## config.mk

```make
export PLATFORM = sky130hd
export DESIGN_NAME = spi_daisy_host
export DESIGN_NICKNAME = d
export VERILOG_FILES = /design/src/rtl/spi_host_pkg.sv /design/src/rtl/shift_if.sv /design/src/rtl/spi_byte_shifter.sv /design/src/rtl/spi_daisy_host.sv
export SDC_FILE = /design/constraint.sdc
export NUM_CORES = 1
export LEC_CHECK = 0
export BUFFER_PORTS_ARGS = -buffer_cell sky130_fd_sc_hd__clkbuf_2
export CAP_MARGIN = 0
export CORE_UTILIZATION = 60
export CTS_BUF_LIST = sky130_fd_sc_hd__clkbuf_2 sky130_fd_sc_hd__clkbuf_4 sky130_fd_sc_hd__clkbuf_8
export DETAILED_ROUTE_END_ITERATION = 8
export HOLD_SLACK_MARGIN = 0.15
export PLACE_DENSITY = 0.88
export SETUP_SLACK_MARGIN = 0.1
export SYNTH_ARGS = -nofsm -noshare
export SYNTH_HDL_FRONTEND = slang
export SYNTH_SLANG_ARGS = --single-unit
```

## constraint.sdc

```tcl
create_clock -name clk_sys -period 2.58 [get_ports clk_sys]
set_input_delay 0.258 -clock clk_sys [delete_from_list [all_inputs] [get_ports clk_sys]]
set_output_delay 0.258 -clock clk_sys [all_outputs]
set_load 0.005 [all_outputs]
```

## src/rtl/spi_host_pkg.sv

```systemverilog
// Constants shared by the daisy-chain serial port controller and its byte shifter
package spi_host_pkg;

  // ----------------------------------------------------------------
  // Timing
  // ----------------------------------------------------------------
  localparam int unsigned CLK_PERIOD_NS = 20;
  localparam int unsigned SCLK_PERIOD_NS = 160;
  // Half serial period in system cycles, rounded down, never below one
  localparam int unsigned SCLK_HALF_CYC =
    (SCLK_PERIOD_NS / (2 * CLK_PERIOD_NS)) < 1 ? 1 : SCLK_PERIOD_NS / (2 * CLK_PERIOD_NS);
  localparam int unsigned BYTE_BITS = 8;

  // ----------------------------------------------------------------
  // Local register map (byte addresses)
  // ----------------------------------------------------------------
  localparam logic [7:0] OFS_CTRL = 8'h00;
  localparam logic [7:0] OFS_ADDR = 8'h04;
  localparam logic [7:0] OFS_WDATA = 8'h08;
  localparam logic [7:0] OFS_RDATA = 8'h0c;
  localparam logic [7:0] OFS_STATUS = 8'h10;

  // Control register fields
  localparam int unsigned CTRL_START = 0;
  localparam int unsigned CTRL_READ = 1;
  localparam int unsigned CTRL_REG = 2;
  localparam int unsigned CTRL_BCAST = 3;
  localparam int unsigned CTRL_WIDE = 4;
  localparam int unsigned CTRL_CID_LO = 8;

  // Status register fields
  localparam int unsigned STAT_BUSY = 0;
  localparam int unsigned STAT_DONE = 1;
  localparam int unsigned STAT_BCRD_ERR = 2;

  // ----------------------------------------------------------------
  // Frame layout
  // ----------------------------------------------------------------
  localparam logic [1:0] IDX_CONTROL = 2'h0;
  localparam logic [1:0] IDX_ADDRESS = 2'h1;
  localparam logic [1:0] IDX_DATA_HI = 2'h2;
  localparam logic [1:0] IDX_DATA_LO = 2'h3;
  localparam logic [1:0] LAST_IDX_SHORT = 2'h2;
  localparam logic [1:0] LAST_IDX_LONG = 2'h3;
  localparam logic [7:0] FILL_BYTE = 8'h00;
  localparam logic RESERVED_BIT = 1'b0;

endpackage

```

## src/rtl/shift_if.sv

```systemverilog
// Byte transfer handshake between the frame sequencer and the byte shifter
`timescale 1ns/100ps
interface shift_if;
  logic start;
  logic [7:0] tx_byte;
  logic [7:0] rx_byte;
  logic done;
  logic miso_s;
  logic sclk;
  logic mosi;

  modport seq
  (
    output start,
    output tx_byte,
    output miso_s,
    input rx_byte,
    input done,
    input sclk,
    input mosi
  );

  modport shifter
  (
    input start,
    input tx_byte,
    input miso_s,
    output rx_byte,
    output done,
    output sclk,
    output mosi
  );
endinterface

```

## src/rtl/spi_byte_shifter.sv

```systemverilog
// Shifts one byte out and in with eight return-to-one serial clock cycles
`timescale 1ns/100ps
module spi_byte_shifter
  import spi_host_pkg::*;
#(
  parameter int unsigned HALF_CYC = SCLK_HALF_CYC
)
(
  input wire logic clk_sys,
  input wire logic rstn,
  shift_if.shifter sh
);

  typedef struct packed {
    logic busy;
    logic high;
    logic [7:0] cnt;
    logic [2:0] bitn;
    logic [7:0] tx;
    logic [7:0] rx;
    logic sclk;
    logic mosi;
    logic done;
  } shf_state_t;

  shf_state_t s_q;
  shf_state_t s_d;

  // ----------------------------------------------------------------
  // Bit sequencing
  // ----------------------------------------------------------------
  // Output changes on the falling edge, input is taken on the rising one
  always_comb
  begin
    s_d = s_q;
    s_d.done = 1'b0;
    if (!s_q.busy)
    begin
      if (sh.start)
      begin
        s_d.busy = 1'b1;
        s_d.high = 1'b0;
        s_d.cnt = 8'h00;
        s_d.bitn = 3'h0;
        s_d.sclk = 1'b0;
        s_d.mosi = sh.tx_byte[7];
        s_d.tx = {sh.tx_byte[6:0], 1'b0};
      end
    end
    else if (s_q.cnt == 8'(HALF_CYC - 1))
    begin
      s_d.cnt = 8'h00;
      if (!s_q.high)
      begin
        s_d.sclk = 1'b1;
        s_d.high = 1'b1;
        s_d.rx = {s_q.rx[6:0], sh.miso_s};
      end
      else if (s_q.bitn == 3'(BYTE_BITS - 1))
      begin
        s_d.busy = 1'b0;
        s_d.done = 1'b1;
      end
      else
      begin
        s_d.sclk = 1'b0;
        s_d.high = 1'b0;
        s_d.mosi = s_q.tx[7];
        s_d.tx = {s_q.tx[6:0], 1'b0};
        s_d.bitn = s_q.bitn + 3'h1;
      end
    end
    else
    begin
      s_d.cnt = s_q.cnt + 8'h01;
    end
  end

  // State register; the clock rests high out of reset
  always_ff @(posedge clk_sys or negedge rstn)
  begin
    if (!rstn)
    begin
      s_q <= '{busy: 1'b0, high: 1'b0, cnt: 8'h00, bitn: 3'h0, tx: 8'h00, rx: 8'h00,
               sclk: 1'b1, mosi: 1'b0, done: 1'b0};
    end
    else
    begin
      s_q <= s_d;
    end
  end

  assign sh.sclk = s_q.sclk;
  assign sh.mosi = s_q.mosi;
  assign sh.rx_byte = s_q.rx;
  assign sh.done = s_q.done;

endmodule

```

## src/rtl/spi_daisy_host.sv

```systemverilog
// Controller for a chain of dual-channel line interface devices on a serial control port
//
// Operation
// - Control, address (seven bits), one/two data
// - Every byte shifted msb first
// - Select low before first fall, whole byte
// - Eight clocks per byte, clock idles high
// - Shared data line needs host release
// - Control: broadcast, read, register, reserved, channel
// - Read=1 write=0; register=1 RAM=0
// - Broadcast only allowed for writes
// - Channel identifier field sent lsb first
// - Narrow register access is three bytes
// - Narrow mode: select toggles between bytes
// - Wide register access four bytes, data repeats; host sends filler as second write data byte
// - RAM accesses always span four bytes
`timescale 1ns/100ps
module spi_daisy_host
  import spi_host_pkg::*;
#(
  parameter int unsigned HALF_CYC = SCLK_HALF_CYC
)
(
  input wire logic clk_sys,
  input wire logic rstn,
  input wire logic [7:0] reg_addr,
  input wire logic [31:0] reg_wdata,
  input wire logic reg_wr,
  input wire logic reg_rd,
  output logic [31:0] reg_rdata,
  output logic spi_sclk,
  output logic spi_cs_n,
  output logic spi_mosi,
  output logic spi_mosi_oe,
  input wire logic spi_miso
);

  typedef enum logic [1:0] {
    ST_IDLE,
    ST_SETUP,
    ST_BYTE,
    ST_GAP
  } seq_state_t;

  typedef struct packed {
    logic rd;
    logic reg_sel;
    logic bcast;
    logic wide;
    logic [3:0] channel_id;
    logic [6:0] addr;
    logic [15:0] wdata;
  } cfg_t;

  typedef struct packed {
    seq_state_t st;
    cfg_t cfg;
    logic [15:0] rdata;
    logic busy;
    logic done;
    logic bcrd_err;
    logic [1:0] idx;
    logic [7:0] cnt;
    logic start;
    logic [7:0] tx;
    logic cs_n;
    logic mosi_oe;
    logic miso_m;
    logic miso_s;
    logic [31:0] bus_rdata;
  } host_state_t;

  host_state_t s_q;
  host_state_t s_d;

  shift_if sh ();

  // ----------------------------------------------------------------
  // Frame helpers
  // ----------------------------------------------------------------
  // Byte to send at a given position of the frame
  function automatic logic [7:0] frame_byte(input cfg_t c, input logic [1:0] idx);
    logic [7:0] b;
    b = FILL_BYTE;
    unique case (idx)
      IDX_CONTROL:
      begin
        // identifier reversed so its lsb leads
        b = {c.bcast, c.rd, c.reg_sel, RESERVED_BIT, c.channel_id[0], c.channel_id[1], c.channel_id[2], c.channel_id[3]};
      end
      IDX_ADDRESS:
      begin
        b = {1'b0, c.addr};
      end
      IDX_DATA_HI:
      begin
        // RAM word sent high byte first
        b = c.reg_sel ? c.wdata[7:0] : c.wdata[15:8];
      end
      IDX_DATA_LO:
      begin
        // second register byte is ignored filler
        b = c.reg_sel ? FILL_BYTE : c.wdata[7:0];
      end
    endcase
    return b;
  endfunction

  // Position of the final byte of the frame
  function automatic logic [1:0] last_idx(input cfg_t c);
    // narrow register access ends after three bytes
    return (c.reg_sel && !c.wide) ? LAST_IDX_SHORT : LAST_IDX_LONG;
  endfunction

  // ----------------------------------------------------------------
  // Sequencer, register port and input synchroniser
  // ----------------------------------------------------------------
  always_comb
  begin
    s_d = s_q;
    s_d.start = 1'b0;
    s_d.bus_rdata = 32'h0000_0000;
    // Serial input crosses in from the pin through two stages
    s_d.miso_m = spi_miso;
    s_d.miso_s = s_q.miso_m;

    // Register reads: data stand for exactly one cycle
    if (reg_rd)
    begin
      unique case (reg_addr)
        OFS_CTRL:
        begin
          s_d.bus_rdata[CTRL_READ] = s_q.cfg.rd;
          s_d.bus_rdata[CTRL_REG] = s_q.cfg.reg_sel;
          s_d.bus_rdata[CTRL_BCAST] = s_q.cfg.bcast;
          s_d.bus_rdata[CTRL_WIDE] = s_q.cfg.wide;
          s_d.bus_rdata[CTRL_CID_LO +: 4] = s_q.cfg.channel_id;
        end
        OFS_ADDR: s_d.bus_rdata[6:0] = s_q.cfg.addr;
        OFS_WDATA: s_d.bus_rdata[15:0] = s_q.cfg.wdata;
        OFS_RDATA: s_d.bus_rdata[15:0] = s_q.rdata;
        OFS_STATUS:
        begin
          s_d.bus_rdata[STAT_BUSY] = s_q.busy;
          s_d.bus_rdata[STAT_DONE] = s_q.done;
          s_d.bus_rdata[STAT_BCRD_ERR] = s_q.bcrd_err;
        end
        default: s_d.bus_rdata = 32'h0000_0000;
      endcase
    end

    // Register writes; settings are frozen while a frame runs
    if (reg_wr && !s_q.busy)
    begin
      unique case (reg_addr)
        OFS_CTRL:
        begin
          s_d.cfg.rd = reg_wdata[CTRL_READ];
          s_d.cfg.reg_sel = reg_wdata[CTRL_REG];
          s_d.cfg.bcast = reg_wdata[CTRL_BCAST];
          s_d.cfg.wide = reg_wdata[CTRL_WIDE];
          // channel = two per device plus channel within device
          // host sends the channel number, chain counts it down
          s_d.cfg.channel_id = reg_wdata[CTRL_CID_LO +: 4];
          if (reg_wdata[CTRL_START])
          begin
            // broadcast read refused, no frame sent
            if (reg_wdata[CTRL_BCAST] && reg_wdata[CTRL_READ])
            begin
              s_d.bcrd_err = 1'b1;
            end
            else
            begin
              s_d.busy = 1'b1;
              s_d.done = 1'b0;
              s_d.idx = IDX_CONTROL;
              s_d.cnt = 8'h00;
              s_d.cs_n = 1'b0;
              s_d.st = ST_SETUP;
            end
          end
        end
        OFS_ADDR: s_d.cfg.addr = reg_wdata[6:0];
        OFS_WDATA: s_d.cfg.wdata = reg_wdata[15:0];
        default:
        begin
        end
      endcase
    end

    // Sticky flags cleared by writing one; a set later in this process wins
    if (reg_wr && reg_addr == OFS_STATUS)
    begin
      if (reg_wdata[STAT_DONE])
      begin
        s_d.done = 1'b0;
      end
      if (reg_wdata[STAT_BCRD_ERR])
      begin
        s_d.bcrd_err = 1'b0;
      end
    end

    unique case (s_q.st)
      ST_IDLE:
      begin
      end
      ST_SETUP:
      begin
        // select settles half a period plus one cycle before the first fall
        if (s_q.cnt == 8'(HALF_CYC - 1))
        begin
          s_d.cnt = 8'h00;
          s_d.start = 1'b1;
          s_d.tx = frame_byte(s_q.cfg, s_q.idx);
          // release the data line during read data
          s_d.mosi_oe = !(s_q.cfg.rd && s_q.idx >= IDX_DATA_HI);
          s_d.st = ST_BYTE;
        end
        else
        begin
          s_d.cnt = s_q.cnt + 8'h01;
        end
      end
      ST_BYTE:
      begin
        if (sh.done)
        begin
          // RAM read returns the word queued by the prior read
          if (s_q.cfg.rd && s_q.idx == IDX_DATA_HI)
          begin
            s_d.rdata = s_q.cfg.reg_sel ? {8'h00, sh.rx_byte} : {sh.rx_byte, s_q.rdata[7:0]};
          end
          // repeated register byte is not stored
          if (s_q.cfg.rd && !s_q.cfg.reg_sel && s_q.idx == IDX_DATA_LO)
          begin
            s_d.rdata = {s_q.rdata[15:8], sh.rx_byte};
          end
          if (s_q.idx == last_idx(s_q.cfg))
          begin
            // release after the last rising edge
            s_d.cs_n = 1'b1;
            s_d.mosi_oe = 1'b1;
            s_d.busy = 1'b0;
            s_d.done = 1'b1;
            s_d.st = ST_IDLE;
          end
          else if (!s_q.cfg.wide || s_q.idx[0])
          begin
            // narrow mode toggles select between bytes
            // wide mode toggles only between 16-bit words
            s_d.cs_n = 1'b1;
            s_d.idx = s_q.idx + 2'h1;
            s_d.cnt = 8'h00;
            s_d.st = ST_GAP;
          end
          else
          begin
            // select held low so eight more clocks follow
            s_d.idx = s_q.idx + 2'h1;
            s_d.start = 1'b1;
            s_d.tx = frame_byte(s_q.cfg, s_q.idx + 2'h1);
            s_d.mosi_oe = !(s_q.cfg.rd && (s_q.idx + 2'h1) >= IDX_DATA_HI);
          end
        end
      end
      ST_GAP:
      begin
        // Select high for half a period, clock resting high
        if (s_q.cnt == 8'(HALF_CYC - 1))
        begin
          s_d.cnt = 8'h00;
          s_d.cs_n = 1'b0;
          s_d.st = ST_SETUP;
        end
        else
        begin
          s_d.cnt = s_q.cnt + 8'h01;
        end
      end
    endcase
  end

  // State register with constant reset values only
  always_ff @(posedge clk_sys or negedge rstn)
  begin
    if (!rstn)
    begin
      s_q <= '{st: ST_IDLE, cfg: '0, rdata: 16'h0000, busy: 1'b0, done: 1'b0,
               bcrd_err: 1'b0, idx: 2'h0, cnt: 8'h00, start: 1'b0, tx: 8'h00,
               cs_n: 1'b1, mosi_oe: 1'b1, miso_m: 1'b0, miso_s: 1'b0,
               bus_rdata: 32'h0000_0000};
    end
    else
    begin
      s_q <= s_d;
    end
  end

  // ----------------------------------------------------------------
  // Byte shifter and outputs
  // ----------------------------------------------------------------
  assign sh.start = s_q.start;
  assign sh.tx_byte = s_q.tx;
  // Only the second synchroniser stage feeds the shifter
  assign sh.miso_s = s_q.miso_s;

  spi_byte_shifter #(
    .HALF_CYC(HALF_CYC)
  ) u_shifter (
    .clk_sys(clk_sys),
    .rstn(rstn),
    .sh(sh)
  );

  // All outputs come straight from flip-flops
  assign reg_rdata = s_q.bus_rdata;
  assign spi_cs_n = s_q.cs_n;
  assign spi_mosi_oe = s_q.mosi_oe;
  assign spi_sclk = sh.sclk;
  assign spi_mosi = sh.mosi;

endmodule

```

==> run_results.csv, run 1 <==
group,metric,value,unit
worst_setup_path,required,2900,ps
power,p_int,0.00329,W
timing,tns,0,ps
drt,drc,0,
timing,worstMarginPinSlew,642,ps
power,sw_frac_of_total,0.286,
yosys,synth_cell_types,59,
yosys,synth_flop_cell,"dfrtp_1",
yosys,synthTopCellsByCount,"dfrtp_1 (119), nand2_1 (77), mux2_2 (54)",
cells_and_area,final_cell_area,0.00725,mm²
yosys,syn_area,0.00639,mm²
cells_and_area,fin_cells,827,
power,powerDensity,636,mW/mm²
clock_network,clk_latency,440,ps
power,p_clk_frac,0.362,
power,power_frac_comb,0.155,
power,seqPwrFrac,0.483,
global_route,grt.overflow.total,0,
cells_and_area,antennaDiodeCount,0,
drt,firstDrtPassIters,5,
yosys,syn_area_per_cell,10.4,µm²
placement,placed_cell_area,0.00664,mm²
worst_setup_path,start_kind,"flip-flop",
clock_network,cts.clk_slew.worst_paths,70,ps
clock_network,h-tree-depth,4,
cells_and_area,area_growth_syn_to_layout,13.5,%
timing,slew_violations,0,
power,p_leak,3.46,nW
drt,wl,15600,µm
worst_setup_path,critical_path.endpoint,"u_shifter.sh.rx_byte[4]",
worst_hold_path,min_path_type,"in2async",
drt,antenna_left,0,
drt,first_iter_violations,398,
drt,vias_per_cell,6.12,
drt,wl_per_cell,18.8,µm
floorplan,start_util,0.619,
floorplan,placementRows,37,
status,status,"complete, no violations",
floorplan,die_w,105,µm
yosys,yosysTopAreaCell,"dfrtp_1",
drt,vias,5062,
timing,hold_violations,0,
worst_setup_path,r2r_start,"u_shifter.s_q[22]",
power,ir_drop,0.507,mV
yosys,synthTopCellsByArea,"dfrtp_1 (47%), mux2_2 (9.5%), nand2_1 (4.5%), buf_4 (3.9%), a221oi_1 (2.7%)",
global_route,grt_pass1_vias,5169,
worst_setup_path,rrSetupSlack,230,ps
timing,slew-limit-headroom,0.568,
placement,gp_congestion,0.976,
global_route,antenna_found_initial,0,
global_route,grt_max_degree,69,
timing,clock.fmax,426,MHz
placement,hpwl,11000,µm
power,switchingPower,0.00132,W
cells_and_area,multiInputGateArea,0.00296,mm²
run,maxCapViolCount,0,
floorplan,fp.coreArea,0.0103,mm²
clock_network,numCtsBuffers,17,
yosys,synth_enable_flop_cells,0,
timing,setup_viol,0,
timing,min_period,2350,ps
yosys,synth.ff_latch_count,122,
placement,placed_cells,773,
yosys,ys_warn_count,0,
cells_and_area,n_fill_cell,738,
worst_setup_path,r2r_cells,6,
timing,fin_skew,11.7,ps
floorplan,dieArea,0.0111,mm²
worst_setup_path,crit_arrival,2670,ps
clock_network,post_cts_buffers,0,
floorplan,die_h,105,µm
floorplan,ios,81,
cells_and_area,nNetsFinal,737,
placement,portBuffers,48,
clock_network,clock_sinks,122,
worst_setup_path,crit_fanout,8,
global_route,groute.usage.overall,0.305,
power,p_total,0.00461,W
yosys,ys_seq_area_frac,0.478,
clock_network,cts_buffer_depth,2,
worst_setup_path,critPathLaunch,"u_shifter.s_q[22]",
worst_setup_path,endpoint_kind,"flip-flop",
yosys,syn_inst,616,
clock_network,cts_tree,"done",
cells_and_area,regArea,0.00306,mm²
yosys,ys_async_sr_fraction,1.00,
worst_setup_path,critical_path_class,"reg2reg",
yosys,yosys.cell_count.top_type,"dfrtp_1",
timing,fin_crit_sh,0.910,
clock_network,root_buffer,"clkbuf_8",
global_route,grt_pass1_wl,25400,µm
cells_and_area,final_layout_size_suffix_gt1_frac,0.252,
yosys,synth_top_area_frac,0.466,
worst_setup_path,regToRegEndpoint,"u_shifter.sh.rx_byte[4]",
timing,rsz0062_at_grt,"no",
[kinds of logic (layout without fill, tap and decap cells)]
logic type / Yosys count / in the layout / synth area share
flops: 122 / 122 / 0.478
mux: 69 / 69 / 0.129
simple gates: 196 / 196 / 0.153
fa+ha+maj: 14 / 14 / 0.0274
buf+inv: 77 / 137 / 0.0670
xor+xnor: 2 / 2 / 0.00274
compound gates: 135 / 135 / 0.142
other cells: 1 / 16 / 0.000587
[routing by layer]
| layer | GRT usage | vias to the layer above | routed length (µm) |
|---|---|---|---|
| met4 | 0.158 | 0 | 475 |
| li1 | - | 2298 | - |
| met2 | 0.482 | 233 | 7490 |
| met1 | 0.395 | 2489 | 6430 |
| met5 | 0 | - | 0 |
| met3 | 0.0636 | 42 | 1180 |
[cells in the final DEF (no fill, tap or decap), drive strengths merged, types with 12 or more instances in the layout]
cell	instances
clkbuf	68
nand2	77
dlygate4sd3	22
a22oi	12
nor2	32
mux2	63
nand3	23
nor2b	17
a31oi	13
conb	16
a21oi	22
buf	17
o21ai	36
a221oi	20
ha	14
inv	20
dfrtp	119
[timing repair]
item,in CTS,in global routing
hold buffers,22,0
resized for setup,0,1
hold endpoints to repair,128,0
endpoints found under the setup margin,0,4
[worst min path at each step]
| stage | slack (ps) | endpoint | from |
|---|---|---|---|
| finish | 280 | s_q[67] | rstn |
| global route | 290 | reg_rdata[11] | reg_addr[3] |
| CTS | 260 | s_q[67] | rstn |
| detailed placement | 200 | s_q[73] | rstn |
| global placement | 180 | s_q[73] | rstn |
| floorplan | -40 | reg_rdata[0] | rstn |
[flip-flops by register name (all words and copies together), names as in the netlist]
signal and cells:
s_q 62, u_shifter.s_q 20, reg_rdata 16, sh.tx_byte 8, u_shifter.sh.rx_byte 8, s_d 1
sh.miso_s 1, sh.start 1, spi_cs_n 1, spi_mosi_oe 1, u_shifter.sh.done 1, u_shifter.sh.mosi 1
u_shifter.sh.sclk 1
[through the flow]
stage | utilization | worst slack [ps] | hold slack [ps]
after floorplan | - | 507 | -37.6
after global placement | 0.643 | 296 | 182
after detailed placement | 0.643 | 230 | 197
after CTS | 0.703 | 212 | 255
after global routing | 0.703 | 134 | 285
final | 0.703 | 233 | 277
[critical path, cell delays in order (launching register included)]
cell and delay, ps:
dfrtp_1 390, ha_1 250, or4b_4 520, nor4_4 190, nand2_1 110, or2_2 430, mux2_4 340
[cell type report]
type | instances | share of cell area
repair buffers | 86 | 0.0821
multi-input cells | 432 | 0.408
flip-flops and latches | 122 | 0.421
well taps | 136 | 0.0235
clock buffers | 21 | 0.0381
inverters | 19 | 0.00983
clock inverters | 11 | 0.0166
[power groups by stage]
stage	combinational (W)	clock (W)	sequential, W
CTS	0.000712	0.00170	0.00222
global route	0.000795	0.00179	0.00224
floorplan	0.000528	0	0.00219
finish	0.000716	0.00167	0.00222
global placement	0.000646	0	0.00224
detailed placement	0.000684	0	0.00225
(Power assumes the default switching activity.)
==> inputs of run 2 (changes only) <==
--- a/config.mk
+++ b/config.mk
@@ -7,6 +7,7 @@
 export LEC_CHECK = 0
 export BUFFER_PORTS_ARGS = -buffer_cell sky130_fd_sc_hd__clkbuf_2
 export CAP_MARGIN = 0
+export CORE_ASPECT_RATIO = 0.8
 export CORE_UTILIZATION = 60
 export CTS_BUF_LIST = sky130_fd_sc_hd__clkbuf_2 sky130_fd_sc_hd__clkbuf_4 sky130_fd_sc_hd__clkbuf_8
 export DETAILED_ROUTE_END_ITERATION = 8
==> constraint.sdc (replaced) <==
create_clock -name clk_sys -period 2.58 [get_ports clk_sys]
set_input_delay 0.258 -clock clk_sys [delete_from_list [all_inputs] [get_ports clk_sys]]
set_output_delay 0.258 -clock clk_sys [all_outputs]
set_load 0.05 [all_outputs]
==> run 2 against run 1 <==
Clock power increased by 16%. Register-to-register slack hardly changed. Global-route usage up 0.57 points. Critical path type unchanged.
==> run_results.csv, run 2 (synthesized netlist as in run 1, its figures left out) <==
group,metric,value,unit
global_route,antenna_found_initial,0,
clock_network,clock_sinks,122,
placement,hpwl,11300,µm
floorplan,fp.coreArea,0.0103,mm²
drt,wl_per_cell,19.5,µm
global_route,grt.overflow.total,0,
global_route,grt_pass1_vias,4983,
drt,top_layer,"met4",
global_route,grt_pass1_wl,25800,µm
clock_network,numCtsBuffers,17,
clock_network,post_cts_buffers,0,
drt,firstDrtPassIters,6,
drt,first_iter_violations,634,
floorplan,dieArea,0.0111,mm²
worst_setup_path,endpoint_kind,"flip-flop",
drt,wl_met1,6830,µm
power,seqPwrFrac,0.449,
clock_network,clk_latency,450,ps
clock_network,cts_buffer_depth,2,
cells_and_area,nNetsFinal,734,
timing,fin_crit_sh,0.913,
floorplan,die_h,94.3,µm
drt,wl_met3,1670,µm
global_route,groute.usage.overall,0.310,
worst_setup_path,critical_path_class,"reg2reg",
cells_and_area,antennaDiodeCount,0,
power,p_leak,3.47,nW
floorplan,placementRows,33,
power,ir_drop,0.529,mV
timing,rsz0062_at_grt,"no",
run,maxCapViolCount,0,
timing,setup_viol,0,
clock_network,h-tree-depth,4,
cells_and_area,final_cell_area,0.00730,mm²
worst_setup_path,crit_arrival,2680,ps
cells_and_area,layout_common_cells,"dfrtp_1 (119), nand2_1 (77), mux2_2 (54), clkbuf_2 (47), nor2_1 (32)",
floorplan,ios,81,
cells_and_area,final_layout_size_suffix_gt1_frac,0.247,
cells_and_area,top_register,"s_q",
clock_network,root_buffer,"clkbuf_8",
placement,gp_congestion,0.969,
drt,wl_met2,7280,µm
status,status,"complete, no violations",
drt,vias,5162,
worst_setup_path,required,2910,ps
cells_and_area,mostFrequentLayoutCell,"dfrtp_1",
power,power_frac_comb,0.163,
worst_setup_path,crit_fanout,8,
timing,min_period,2350,ps
drt,drc,0,
timing,clock.fmax,425,MHz
drt,antenna_left,0,
drt,vias_per_cell,6.23,
timing,hold_violations,0,
worst_hold_path,min_path_type,"in2reg",
drt,wl,16200,µm
floorplan,start_util,0.619,
power,p_clk_frac,0.388,
timing,fin_skew,14.1,ps
global_route,grt_max_degree,57,
cells_and_area,area_growth_syn_to_layout,14.2,%
power,switchingPower,0.00144,W
placement,portBuffers,48,
timing,slew_violations,0,
timing,worstMarginPinSlew,694,ps
timing,slew-limit-headroom,0.534,
clock_network,cts.clk_slew.worst_paths,70,ps
worst_setup_path,start_kind,"flip-flop",
clock_network,cts_tree,"done",
power,p_int,0.00353,W
cells_and_area,largest_reg_flops,62,
power,powerDensity,681,mW/mm²
floorplan,die_w,117,µm
timing,tns,0,ps
placement,placed_cell_area,0.00662,mm²
power,sw_frac_of_total,0.289,
[run 2: what timing repair did]
| action | CTS | global route |
|---|---|---|
| hold buffers | 22 | 0 |
| hold endpoints to repair | 76 | 0 |
| resized for setup | 0 | 0 |
[run 2: final cells by class]
cell class	instances	area (µm²)
well taps	140	175
clock inverters	9	161
flip-flops and latches	122	3060
clock buffers	23	298
multi-input cells	432	2960
inverters	19	71.3
repair buffers	83	573
fillers	754	3020
[run 2: through the flow]
| stage | power [W] | instances | worst slack, ps | hold WS, ps | util |
|---|---|---|---|---|---|
| finish | 0.00497 | 828 | 226 | 265 | 0.707 |
| global route | 0.00517 | 828 | 105 | 286 | 0.707 |
| CTS | 0.00497 | 828 | 222 | 222 | 0.707 |
| detailed placement | 0.00303 | 774 | 232 | 266 | 0.641 |
| global placement | 0.00298 | 774 | 317 | 255 | 0.641 |
| floorplan | 0.00281 | 631 | 507 | -37.6 | - |
[run 2: path summary, 6_finish.rpt]
path,startpoint,endpoint,slack (ps),depth (start not counted)
max in group asynchronous,rstn,spi_cs_n,1440,3
worst max-delay path,u_shifter.s_q[22],u_shifter.sh.rx_byte[0],230,6
min in group asynchronous,rstn,s_q[83],340,2
worst max register to register,u_shifter.s_q[22],u_shifter.sh.rx_byte[0],230,6
worst min register to register,s_d[32],sh.miso_s,370,0
worst min-delay path,reg_addr[6],reg_rdata[0],270,5
[run 2: critical path: stages, from the launching register on]
cell	delay, ps
dfrtp_1	380
ha_1	230
or4b_4	520
nor4_4	200
nand2_1	110
or2_1	430
mux2_4	370
[run 2: power groups by stage]
stage | registers, W | logic, W | clock network, W
2_1_floorplan | 0.00223 | 0.000575 | 0
3_3_place_gp | 0.00224 | 0.000736 | 0
3_5_place_dp | 0.00226 | 0.000773 | 0
4_1_cts | 0.00222 | 0.000802 | 0.00195
5_1_grt | 0.00225 | 0.000892 | 0.00203
6_report | 0.00223 | 0.000811 | 0.00193
[run 2: per-layer routing]
layer  up-vias  GRT usage
met4         0      0.137
met2       298      0.484
met1      2528      0.407
met5         -          0
li1       2295          -
met3        41     0.0880
